`src/logic/gdrv_pkg.sv`:
```
// shared types, offsets and reset values of the gate driver register bank
package gdrv_pkg;

    // register byte addresses
    localparam logic [31:0] ADDR_CONFIG = 32'h0000_0000;
    localparam logic [31:0] ADDR_STATUS = 32'h0000_0004;
    localparam logic [31:0] ADDR_DTIME  = 32'h0000_0008;

    // global_config field positions
    localparam int CFG_GAIN_LSB = 4;
    localparam int CFG_AMP_OFF  = 6;
    localparam int CFG_TEST     = 7;

    // flag positions in global_status_flags
    localparam int FLG_RESET    = 0;
    localparam int FLG_PREWARN  = 1;
    localparam int FLG_OVERTEMP = 2;
    localparam int FLG_CP_UNDERVOLT = 3;
    localparam int FLG_SHORT    = 4;

    // synchronised pin positions
    localparam int PIN_DRV_EN  = 0;
    localparam int PIN_PREWARN = 1;
    localparam int PIN_OVER    = 2;
    localparam int PIN_CP_UNDERVOLT = 3;
    localparam int PIN_SHORT   = 4;
    localparam int PIN_GATE_ON = 5;

    // values after reset and encodings
    localparam logic [7:0] CFG_RESET   = 8'h00;
    localparam logic [1:0] DTIME_RESET = 2'h0;
    localparam logic [4:0] FLAGS_RESET = 5'h01;
    localparam logic [4:0] PIN_CYCLE_CLR = 5'h1C;
    localparam logic [1:0] RESP_OKAY   = 2'h0;
    localparam logic [1:0] RESP_SLVERR = 2'h2;
    localparam logic [4:0] GAIN_X5     = 5'h05;
    localparam logic [4:0] GAIN_X10    = 5'h0A;
    localparam logic [4:0] GAIN_X20    = 5'h14;

    typedef struct packed {
        logic [31:0] awaddr;
        logic        awvalid;
        logic [31:0] wdata;
        logic [3:0]  wstrb;
        logic        wvalid;
        logic        bready;
        logic [31:0] araddr;
        logic        arvalid;
        logic        rready;
    } axi_req_t;

    typedef struct packed {
        logic        awready;
        logic        wready;
        logic        bvalid;
        logic [1:0]  bresp;
        logic        arready;
        logic        rvalid;
        logic [31:0] rdata;
        logic [1:0]  rresp;
    } axi_rsp_t;

    typedef struct packed {
        logic drv_en;
        logic temp_prewarn;
        logic temp_over;
        logic cp_undervolt;
        logic short_event;
        logic gate_inputs_on;
    } pin_in_t;

    typedef struct packed {
        logic [4:0] gain;
        logic       amp_on;
        logic       test_en;
        logic [1:0] test_src;
        logic       shutdown;
        logic       fault;
        logic       gate_block;
    } pin_out_t;

    // gain code to amplification factor
    function automatic logic [4:0] gain_decode(input logic [1:0] code);
        gain_decode = (code == 2'h0) ? GAIN_X5 : (code == 2'h3) ? GAIN_X20 : GAIN_X10;
    endfunction

endpackage

```
`src/logic/gdrv_regs.sv`:
```
// global configuration and status register bank behind an axi4-lite slave
// Notes on behaviour
// RULE1: gain code 0 gives 5, codes 1 and 2 give 10, code 3 gives 20.
// RULE2: config bit 6 at 1 powers the sense amplifiers down, at 0 keeps them on.
// RULE3: config bit 7 routes a test signal to the enable pin, source from dead_time_setting.
// RULE4: the host keeps config bit 7 at 0 in normal use.
// RULE5: config sits at offset 0, read-write, bits 31:8 unused and read zero.
// RULE6: writing one to a status bit clears it, writing zero leaves it.
// RULE7: cycling the enable pin clears all status flags but reset and prewarning.
// RULE8: clearing the short flag does not release the gate until its inputs go off.
// RULE9: any reset restores all registers and sets the reset flag at bit 0.
// RULE10: the reset flag clears only while the enable pin is high.
// RULE11: the prewarning flag latches on high temperature and takes no action.
// RULE12: overtemperature shuts the driver down and latches bit 2.
// RULE13: the overtemperature flag will not clear while temperature is over the limit.
// RULE14: the overtemperature flag is ORed into the fault output.
// RULE15: a flag set in the cycle it is cleared stays set.
`timescale 1ns/100ps
module gdrv_regs
    import gdrv_pkg::*;
(
    input  wire logic     clk,
    input  wire logic     rst,
    input  wire axi_req_t bus_req,
    output axi_rsp_t      bus_rsp,
    input  wire pin_in_t  pins_in,
    output pin_out_t      pins_out
);

    typedef struct packed {
        logic [5:0]  sync1;
        logic [5:0]  sync2;
        logic        en_prev;
        logic [7:0]  cfg;
        logic [1:0]  dtime;
        logic [4:0]  flags;
        logic        aw_got;
        logic        w_got;
        logic [31:0] waddr;
        logic [31:0] wdata;
        logic        wstrb0;
        axi_rsp_t    rsp;
        pin_out_t    pout;
    } state_t;

    localparam state_t STATE_RESET = '{
        sync1:   6'h00,
        sync2:   6'h00,
        en_prev: 1'b0,
        cfg:     CFG_RESET,
        dtime:   DTIME_RESET,
        flags:   FLAGS_RESET,
        aw_got:  1'b0,
        w_got:   1'b0,
        waddr:   32'h0000_0000,
        wdata:   32'h0000_0000,
        wstrb0:  1'b0,
        rsp:     '{awready: 1'b1, wready: 1'b1, bvalid: 1'b0, bresp: RESP_OKAY,
                   arready: 1'b1, rvalid: 1'b0, rdata: 32'h0000_0000, rresp: RESP_OKAY},
        pout:    '{gain: GAIN_X5, amp_on: 1'b1, test_en: 1'b0, test_src: DTIME_RESET,
                   shutdown: 1'b0, fault: 1'b0, gate_block: 1'b0}
    };

    state_t     s_reg;
    state_t     s_next;
    logic [5:0] pin_vec;
    logic       en;
    logic       en_rise;
    logic       do_write;
    logic [4:0] set_vec;

    // pins gathered for the two-stage synchroniser
    assign pin_vec = {pins_in.gate_inputs_on, pins_in.short_event, pins_in.cp_undervolt,
                      pins_in.temp_over, pins_in.temp_prewarn, pins_in.drv_en};

    // synchronised pin views
    assign en       = s_reg.sync2[PIN_DRV_EN];
    assign en_rise  = en & ~s_reg.en_prev;
    assign do_write = s_reg.aw_got & s_reg.w_got & ~s_reg.rsp.bvalid;

    // hardware events that set flags
    assign set_vec = {s_reg.sync2[PIN_SHORT], s_reg.sync2[PIN_CP_UNDERVOLT],
                      s_reg.sync2[PIN_OVER], s_reg.sync2[PIN_PREWARN], 1'b0};

    // next state of the whole bank
    always_comb begin
        logic [4:0] clr;
        clr = 5'h00;
        s_next = s_reg;
        s_next.sync1 = pin_vec;
        s_next.sync2 = s_reg.sync1;
        s_next.en_prev = en;

        // write address and data taken in either order
        if (s_reg.rsp.awready && bus_req.awvalid) begin
            s_next.aw_got = 1'b1;
            s_next.waddr = bus_req.awaddr;
        end
        if (s_reg.rsp.wready && bus_req.wvalid) begin
            s_next.w_got = 1'b1;
            s_next.wdata = bus_req.wdata;
            s_next.wstrb0 = bus_req.wstrb[0];
        end

        // perform write once both halves are held
        if (do_write) begin
            s_next.aw_got = 1'b0;
            s_next.w_got = 1'b0;
            s_next.rsp.bvalid = 1'b1;
            s_next.rsp.bresp = RESP_OKAY;
            if (s_reg.waddr == ADDR_CONFIG) begin
                if (s_reg.wstrb0) begin
                    s_next.cfg = s_reg.wdata[7:0]; // RULE5
                end
            end else if (s_reg.waddr == ADDR_STATUS) begin
                if (s_reg.wstrb0) begin
                    clr = s_reg.wdata[4:0]; // RULE6
                end
            end else if (s_reg.waddr == ADDR_DTIME) begin
                if (s_reg.wstrb0) begin
                    s_next.dtime = s_reg.wdata[1:0];
                end
            end else begin
                s_next.rsp.bresp = RESP_SLVERR;
            end
        end
        if (s_reg.rsp.bvalid && bus_req.bready) begin
            s_next.rsp.bvalid = 1'b0;
        end
        s_next.rsp.awready = ~s_next.aw_got & ~s_next.rsp.bvalid;
        s_next.rsp.wready = ~s_next.w_got & ~s_next.rsp.bvalid;

        // read answer, one outstanding at a time
        if (s_reg.rsp.rvalid && bus_req.rready) begin
            s_next.rsp.rvalid = 1'b0;
        end
        if (s_reg.rsp.arready && bus_req.arvalid) begin
            s_next.rsp.rvalid = 1'b1;
            s_next.rsp.rresp = RESP_OKAY;
            if (bus_req.araddr == ADDR_CONFIG) begin
                s_next.rsp.rdata = {24'h00_0000, s_reg.cfg}; // RULE5
            end else if (bus_req.araddr == ADDR_STATUS) begin
                s_next.rsp.rdata = {27'h0, s_reg.flags};
            end else if (bus_req.araddr == ADDR_DTIME) begin
                s_next.rsp.rdata = {30'h0, s_reg.dtime};
            end else begin
                s_next.rsp.rdata = 32'h0000_0000;
                s_next.rsp.rresp = RESP_SLVERR;
            end
        end
        s_next.rsp.arready = ~s_next.rsp.rvalid;

        // enable pin cycle clears the protective flags
        if (en_rise) begin
            clr = clr | PIN_CYCLE_CLR; // RULE7
        end
        clr[FLG_RESET] = clr[FLG_RESET] & en; // RULE10
        clr[FLG_OVERTEMP] = clr[FLG_OVERTEMP] & ~s_reg.sync2[PIN_OVER]; // RULE13

        // set beats clear
        s_next.flags = (s_reg.flags & ~clr) | set_vec; // RULE11 RULE12 RULE15

        // gate stays blocked until the short is cleared and inputs are off
        if (set_vec[FLG_SHORT]) begin
            s_next.pout.gate_block = 1'b1;
        end else if (!s_next.flags[FLG_SHORT] && !s_reg.sync2[PIN_GATE_ON]) begin
            s_next.pout.gate_block = 1'b0; // RULE8
        end

        // registered pin outputs
        s_next.pout.gain = gain_decode(s_next.cfg[CFG_GAIN_LSB +: 2]); // RULE1
        s_next.pout.amp_on = ~s_next.cfg[CFG_AMP_OFF]; // RULE2
        s_next.pout.test_en = s_next.cfg[CFG_TEST]; // RULE3
        s_next.pout.test_src = s_next.dtime; // RULE3
        s_next.pout.shutdown = s_next.flags[FLG_OVERTEMP]; // RULE12
        s_next.pout.fault = s_next.flags[FLG_OVERTEMP] | s_next.flags[FLG_SHORT]; // RULE14
    end

    // single state register, synchronous reset
    always_ff @(posedge clk) begin
        if (rst) begin
            s_reg <= STATE_RESET; // RULE9
        end else begin
            s_reg <= s_next;
        end
    end

    assign bus_rsp = s_reg.rsp;
    assign pins_out = s_reg.pout;

    // gain factor follows the configured code
    a_gain_code: assert property ( // RULE1
        @(posedge clk) disable iff (rst)
        (s_reg.cfg[5:4] == 2'h3) |-> (s_reg.pout.gain == 5'h14)
    ) else $error("gain code 3 not giving twenty");

    // amplifier power follows the disable bit
    a_amp_power: assert property ( // RULE2
        @(posedge clk) disable iff (rst)
        s_reg.pout.amp_on == !s_reg.cfg[6]
    ) else $error("amplifier power disagrees with config");

    // test output routed with chosen source
    a_test_route: assert property ( // RULE3
        @(posedge clk) disable iff (rst)
        s_reg.cfg[7] |-> (s_reg.pout.test_en && s_reg.pout.test_src == s_reg.dtime)
    ) else $error("test route wrong");

    // reset flag up right after reset
    a_reset_flag: assert property ( // RULE9
        @(posedge clk) disable iff (rst)
        $past(rst) |-> (s_reg.flags[0] && s_reg.cfg == 8'h00)
    ) else $error("reset flag or config wrong after reset");

    // write one clears undervoltage flag
    a_w1c_clear: assert property ( // RULE6
        @(posedge clk) disable iff (rst)
        (do_write && s_reg.waddr == 32'h0000_0004 && s_reg.wstrb0 && s_reg.wdata[3]
            && !s_reg.sync2[3]) |=> !s_reg.flags[3]
    ) else $error("write one did not clear flag");

    // enable cycle clears short and undervoltage flags
    a_pin_cycle: assert property ( // RULE7
        @(posedge clk) disable iff (rst)
        (en_rise && !s_reg.sync2[4] && !s_reg.sync2[3]) |=> (!s_reg.flags[4] && !s_reg.flags[3])
    ) else $error("enable cycle did not clear flags");

    // reset flag held while enable low
    a_reset_hold: assert property ( // RULE10
        @(posedge clk) disable iff (rst)
        (s_reg.flags[0] && !en) |=> s_reg.flags[0]
    ) else $error("reset flag cleared with enable low");

    // overtemperature flag held while hot
    a_ot_hold: assert property ( // RULE13
        @(posedge clk) disable iff (rst)
        (s_reg.flags[2] && s_reg.sync2[2]) |=> s_reg.flags[2]
    ) else $error("overtemperature flag cleared while hot");

    // fault and shutdown follow overtemperature
    a_fault_pin: assert property ( // RULE14
        @(posedge clk) disable iff (rst)
        s_reg.flags[2] |-> (s_reg.pout.fault && s_reg.pout.shutdown)
    ) else $error("fault output not set by overtemperature");

    // prewarning event always lands
    a_set_wins: assert property ( // RULE15
        @(posedge clk) disable iff (rst)
        s_reg.sync2[1] |=> s_reg.flags[1]
    ) else $error("prewarning event lost");

    // gate stays blocked while inputs on
    a_short_block: assert property ( // RULE8
        @(posedge clk) disable iff (rst)
        (s_reg.pout.gate_block && s_reg.sync2[5]) |=> s_reg.pout.gate_block
    ) else $error("gate released with inputs on");

    // lowest gain code gives five
    a_gain_low: assert property ( // RULE1
        @(posedge clk) disable iff (rst)
        (s_reg.cfg[5:4] == 2'h0) |-> (s_reg.pout.gain == 5'h05)
    ) else $error("gain code 0 not giving five");

    // both middle gain codes give ten
    a_gain_mid: assert property ( // RULE1
        @(posedge clk) disable iff (rst)
        (s_reg.cfg[5:4] == 2'h1 || s_reg.cfg[5:4] == 2'h2) |-> (s_reg.pout.gain == 5'h0A)
    ) else $error("gain code 1 or 2 not giving ten");

    // unused upper bits read back as zero
    a_read_upper: assert property ( // RULE5
        @(posedge clk) disable iff (rst)
        s_reg.rsp.rvalid |-> (s_reg.rsp.rdata[31:8] == 24'h00_0000)
    ) else $error("upper read data bits not zero");

    // writing zero leaves a flag alone
    a_w1c_keep: assert property ( // RULE6
        @(posedge clk) disable iff (rst)
        (do_write && s_reg.waddr == 32'h0000_0004 && !s_reg.wdata[1] && s_reg.flags[1])
            |=> s_reg.flags[1]
    ) else $error("zero write cleared a flag");

    // enable cycle keeps the reset flag
    a_cycle_keeps: assert property ( // RULE7
        @(posedge clk) disable iff (rst)
        (en_rise && !do_write && s_reg.flags[0]) |=> s_reg.flags[0]
    ) else $error("enable cycle cleared the reset flag");

    // prewarning alone never shuts down
    a_prewarn_quiet: assert property ( // RULE11
        @(posedge clk) disable iff (rst)
        !s_reg.flags[2] |-> !s_reg.pout.shutdown
    ) else $error("shutdown without overtemperature flag");

    // overtemperature latches and shuts down
    a_ot_latch: assert property ( // RULE12
        @(posedge clk) disable iff (rst)
        s_reg.sync2[2] |=> (s_reg.flags[2] && s_reg.pout.shutdown)
    ) else $error("overtemperature not latched");

    // short event always lands and blocks the gate
    a_short_latch: assert property ( // RULE15
        @(posedge clk) disable iff (rst)
        s_reg.sync2[4] |=> (s_reg.flags[4] && s_reg.pout.gate_block)
    ) else $error("short event lost");

endmodule

```
`config.mk`:
```
export PLATFORM = sky130hd
export DESIGN_NAME = gdrv_regs
export DESIGN_NICKNAME = d
export VERILOG_FILES = /design/src/logic/gdrv_pkg.sv /design/src/logic/gdrv_regs.sv
export SDC_FILE = /design/constraint.sdc
export NUM_CORES = 1
export LEC_CHECK = 0
export BUFFER_PORTS_ARGS = -buffer_cell sky130_fd_sc_hd__buf_4
export CORE_UTILIZATION = 30
export DETAILED_ROUTE_END_ITERATION = 6
export PLACE_DENSITY_LB_ADDON = 0.3
export SYNTH_ARGS = -nofsm -noshare
export SYNTH_HDL_FRONTEND = slang
export SYNTH_SLANG_ARGS = --single-unit
```
`constraint.sdc`:
```
create_clock -name clk -period 5.4 [get_ports clk]
set_input_delay 0.81 -clock clk [delete_from_list [all_inputs] [get_ports clk]]
set_output_delay 0.81 -clock clk [all_outputs]
set_load 0.05 [all_outputs]
```
After elaboration in Yosys (flattened, before gate mapping)
Cells that the tools add are included.
{"block": "classes", "reduce_logical": 15, "n_div": 0, "eq_ne": 5, "n_bitwise": 21, "mux": 31, "shifts": 0, "add_sub_neg": 0, "n_lt_le_gt_ge": 0, "n_mul": 0}
{"op": "$eq 32x3->1 const B", "count": 2}
{"op": "$eq 32x4->1 const B", "count": 2}
{"op": "$logic_not 32->1", "count": 2}
{"op": "$mux 35", "count": 1}
{"op": "$mux 5", "count": 7}
{"op": "$mux 32", "count": 1}
{"op": "$mux 2", "count": 12}
{"op": "$mux 8", "count": 2}
{"op": "$mux 10", "count": 1}
{"op": "$not 1->1", "count": 10}
{"op": "$and 1x1->1", "count": 7}
{"op": "$logic_and 1x1->1", "count": 6}
{"op": "$mux 1", "count": 6}
{"op": "$and 5x5->5", "count": 1}
{"op": "$not 5->5", "count": 1}
{"op": "$or 5x5->5", "count": 1}
{"op": "$reduce_and 5->1", "count": 1}
{"op": "$mux 3", "count": 1}
{"op": "$reduce_and 3->1", "count": 1}
{"op": "$eq 2x2->1 const B", "count": 1}
{"op": "$logic_not 1->1", "count": 2}
{"op": "$logic_not 2->1", "count": 1}
{"op": "$reduce_bool 2->1", "count": 1}
{"op": "$reduce_or 2->1", "count": 1}
{"op": "$or 1x1->1", "count": 1}
{"block": "totals", "latch_bits": 0, "elab_cells": 98, "output_inout_bits": 53, "rom_bits": 0, "memories": 0, "register_bits": 122, "ram_bits": 0}

Depth between registers and ports, before layout
{"block": "depth", "depth_word": 13, "ltp_mapped": 7, "depth_no_buf": 5}

Worst setup path before layout
No wires, ideal clock.
{"block": "synth_path", "path_type": "input -> register", "from": "input port bus_req[20] (netlist name)", "to": "register s_reg (netlist bit bus_rsp[7])", "required_ns": 5.335, "slack_ns": 3.487, "cell_stages": 5, "path_buffers": 0, "t_arrival_ns": 1.848, "cell_sequence": "nor4_1 nand4_1 nor3_1 a32oi_1 nor2_1"}
{"block": "synth_via", "elab_chain_cells": 2}
{"item": "from (decl)", "line": "gdrv_regs.sv:24", "rtl": "input wire axi_req_t bus_req,"}
{"item": "$logic_not 32->1", "line": "gdrv_regs.sv:140", "rtl": "if (bus_req.araddr == ADDR_CONFIG) begin"}
{"item": "$mux 32", "line": "gdrv_regs.sv:140"}
{"item": "to (signal assigned)", "line": "gdrv_regs.sv:184", "rtl": "s_reg <= s_next;"}
{"item": "to (decl)", "line": "gdrv_regs.sv:64", "rtl": "state_t s_reg;"}
Every way passes these cells.
A chain may end at the register's enable or synchronous reset.

Worst setup path after layout
{"block": "layout_path", "from": "register s_reg[87] (netlist name)", "to": "register s_reg (netlist bit pins_out[1])"}
{"block": "layout_via", "elab_chain_cells": 10}
{"item": "$eq 32x3->1", "line": "gdrv_regs.sv:115", "rtl": "end else if (s_reg.waddr == ADDR_STATUS) begin"}
{"item": "$mux 5", "line": "gdrv_regs.sv:115"}
{"item": "$mux 5 *", "line": "gdrv_regs.sv:111", "rtl": "if (s_reg.waddr == ADDR_CONFIG) begin"}
{"item": "$mux 5 *", "line": "gdrv_regs.sv:106", "rtl": "if (do_write) begin"}
{"item": "$mux 5 *", "line": "gdrv_regs.sv:154", "rtl": "if (en_rise) begin"}
{"item": "$and 1x1->1", "line": "gdrv_regs.sv:158", "rtl": "clr[FLG_OVERTEMP] = clr[FLG_OVERTEMP] & ~s_reg.sync2[PIN_OVER];"}
{"item": "$not 5->5 *", "line": "gdrv_regs.sv:161", "rtl": "s_next.flags = (s_reg.flags & ~clr) | set_vec;"}
{"item": "$and 5x5->5 *", "line": "gdrv_regs.sv:161"}
{"item": "$or 5x5->5 *", "line": "gdrv_regs.sv:161"}
{"item": "$or 1x1->1 *", "line": "gdrv_regs.sv:176", "rtl": "s_next.pout.fault = s_next.flags[FLG_OVERTEMP] | s_next.flags[FLG_SHORT];"}
Every way passes the cells marked *; elsewhere a longest branch is shown, timed or not.

==> results by group <==
Floorplanning
  – Site Rows: 40
  – Vert. Die Dim: 115 um
  – IO Count: 166
  – Die footprint: between 10,000 and 15,000 um^2
  – Initial Util: around 31%
  – Core Area: 12,200 um^2
  – Die Width: 115 um

Synthesis
  – Number of cells produced by synthesis: around 440
  – Asr flop ratio synth: 0%
  – Synth Flop Type: dfxtp_1
  – Yosys cell types: 43
  – Synth Cell Area: around 3800 um^2
  – Share of the synthesized area in the top cell type: 48.7%
  – Top cells by count, synth: dfxtp_1, nand2_1, buf_4
  – Sequential share of the synthesized area: between 40% and 50%
  – Seq cells post-synth: 93
  – Ranking of synthesized cells by area: dfxtp_1, buf_4, nand2_1, a21oi_1, mux2i_1
  – Mapped Avg Cell Area: 8.73 um^2
  – Synth area leader: dfxtp_1
  – Synthesis Warnings: 0
  – Most frequent cell after synthesis: dfxtp_1
  – Number of synthesized flops with an enable pin: 0

STA
  – Layout Skew: 0.00508 ns
  – Post-route setup slack: 3.11 ns
  – Final min period: about 2.3 ns
  – Final hold viol count: 0
  – Max Fclk: around 440 MHz
  – Final setup viols: 0
  – Setup TNS: 0 ns
  – Period utilization: a little over two fifths
  – Slew margin rel.: 25.6%
  – Pins Over Slew Limit: 0
  – Slew @ Worst Pin: 1.12 ns
  – RSZ-0062 raised after global routing: false
  – WHS: 0.436 ns

Worst setup path
  – WP data arrival: between 2 and 3 ns
  – Worst path cell trace: nor4_1 -> nand4_1 -> nor4_2 -> a311oi_1 -> or2_1
  – WP buf/inv: 0
  – Critical path class: flop to flop
  – RR Startpoint: s_reg[87]$_SDFFE_PP0P_
  – Critical Path Start: s_reg[87]$_SDFFE_PP0P_
  – CP top delay family: simple AND/OR/NAND/NOR gates
  – CP max stage delay: around 0.7 ns
  – Crit-path slowest cell: nor4_2
  – Crit. End Element: flop
  – Max FO, Critical Path: 6
  – Critical Path Start Type: flop
  – Worst path required time: 5.62 ns

Global routing
  – Total GRT Usage: 13.1%
  – Met3 GRT Util: approximately 2.8%
  – Vias in the first global route: 2,770
  – Total grt overflow: 0
  – First-pass GRT wire length: 13.4 mm
  – Largest net degree at the start of global routing: 87
  – Grt met2 use: 20.6%
  – Antenna violations before repair: 0
  – GRT Max-Usage Layer: met2
  – M1 GR Usage: 17.2%

Run
  – Max-cap violation count: 0

Clock tree
  – Clk Latency, worst-skew pair: 0.33 ns
  – CTS buffer count: 9
  – CTS root buffer: clkbuf_16
  – Clock Path Buffers: 2
  – Worst-path clk slew: 0.06 ns
  – H-tree Lvls: 3
  – # Post-CTS Setup Buffers: 0
  – # resized after CTS: 0
  – Clock sinks: 93
  – CTS tree: yes
  – Cts hold-fix bufs: 0

Place
  – Detail Placement HPWL: 6.17 mm
  – Routability cong.: between 0.7 and 0.8
  – PortBufs: about 110
  – Setup WS pre-CTS: roughly 2.9 ns
  – Dpl cell area: 4480 um^2

Outcome
  – Status: finished, final reports clean

Power and ir drop
  – Leak: approximately 2 nW
  – Worst VDD drop: 0.125 mV
  – Power Density: ~340 nW/um^2

Drt
  – Via count: 3,033
  – Wire per inst: 12.4 um
  – Post-Route WL: between 8 and 9 mm
  – 1st-iter DRT viols: 140
  – Vias per cell: 4.43
  – DR pass1 iterations: 4
  – Detail Route Antenna Nets: 0
  – # DRC: 0

Worst hold path
  – Worst hold start: s_next[141]$_SDFF_PP0_
  – Worst hold path type: flop to flop

Final layout
  – Filler cell count: 1,253
  – ANT cells: 0
  – Layout cells sized above 1: a little over a quarter
  – Fin area: approximately 4800 um^2
  – Area added between synthesis and finish: 25.4%
  – Final net count: around 630
  – Largest register FFs: 62
through the flow:
stage	util, %	power [mW]	cells
4_1_cts	39.3	1.63	685
6_report	39.3	1.61	685
3_5_place_dp	36.7	0.979	669
3_3_place_gp	36.7	0.975	669
5_1_grt	39.3	1.68	685
2_1_floorplan	-	0.921	463
where the power goes:
| part | internal [mW] | leakage (nW) | switching, mW |
|---|---|---|---|
| registers | 0.721 | 0.761 | 0.0236 |
| clock network | 0.396 | 0.152 | 0.250 |
| logic | 0.0818 | 1.13 | 0.135 |
path summary, 6_finish.rpt:
| kind | endpoint | slack, ns | cells past startpoint |
|---|---|---|---|
| setup reg to reg | pins_out[1]$_SDFF_PP0_ | 3.11 | 5 |
| setup / recovery | pins_out[1]$_SDFF_PP0_ | 3.11 | 5 |
| hold reg to reg | s_reg[141]$_SDFF_PP0_ | 0.44 | 1 |
| hold / removal | s_reg[141]$_SDFF_PP0_ | 0.44 | 1 |
metal layers:
metal  vias up  routed length, um
met2       112               3880
met3         7                576
met4         0                102
met1      1377               3970
met5         -                  0
li1       1537                  -
layout by cell type, fill, tap and decap left out, drive strengths merged, types with 2 or more instances in the layout:
cell type and count:
a32oi 3, mux2i 12, dfxtp 93, nand2b 3
a21oi 50, o21ai 4, a311oi 2, nor2b 14
buf 112, nand2 91, nand4 6, or2 2
mux2 3, a22oi 5, clkbuf 13, nor3 4
o21a 2, a21o 2, nor2 27, a211oi 2
conb 26, and2 2, nand3 2, inv 6
nor4 15
logic make-up after synthesis:
family | synth area share, %
AOI/OAI and AO/OA | 11.2
xor gates and xnor gates | 0.458
buffers and inverters | 13.4
DFF | 48.7
muxes | 4.02
other | 0.0981
and+or+nand+nor | 22.2
final cells by class:
type	instances	area (um^2)	share of cell area [%]
flip-flops and latches	93	1860	38.8
multi-input cells	290	1550	32.2
repair buffers	112	841	17.5
clock buffers	13	270	5.64
well taps	168	210	4.39
clock inverters	3	42.5	0.887
inverters	6	22.5	0.470
Note: power is estimated with default switching activity, not from simulation.
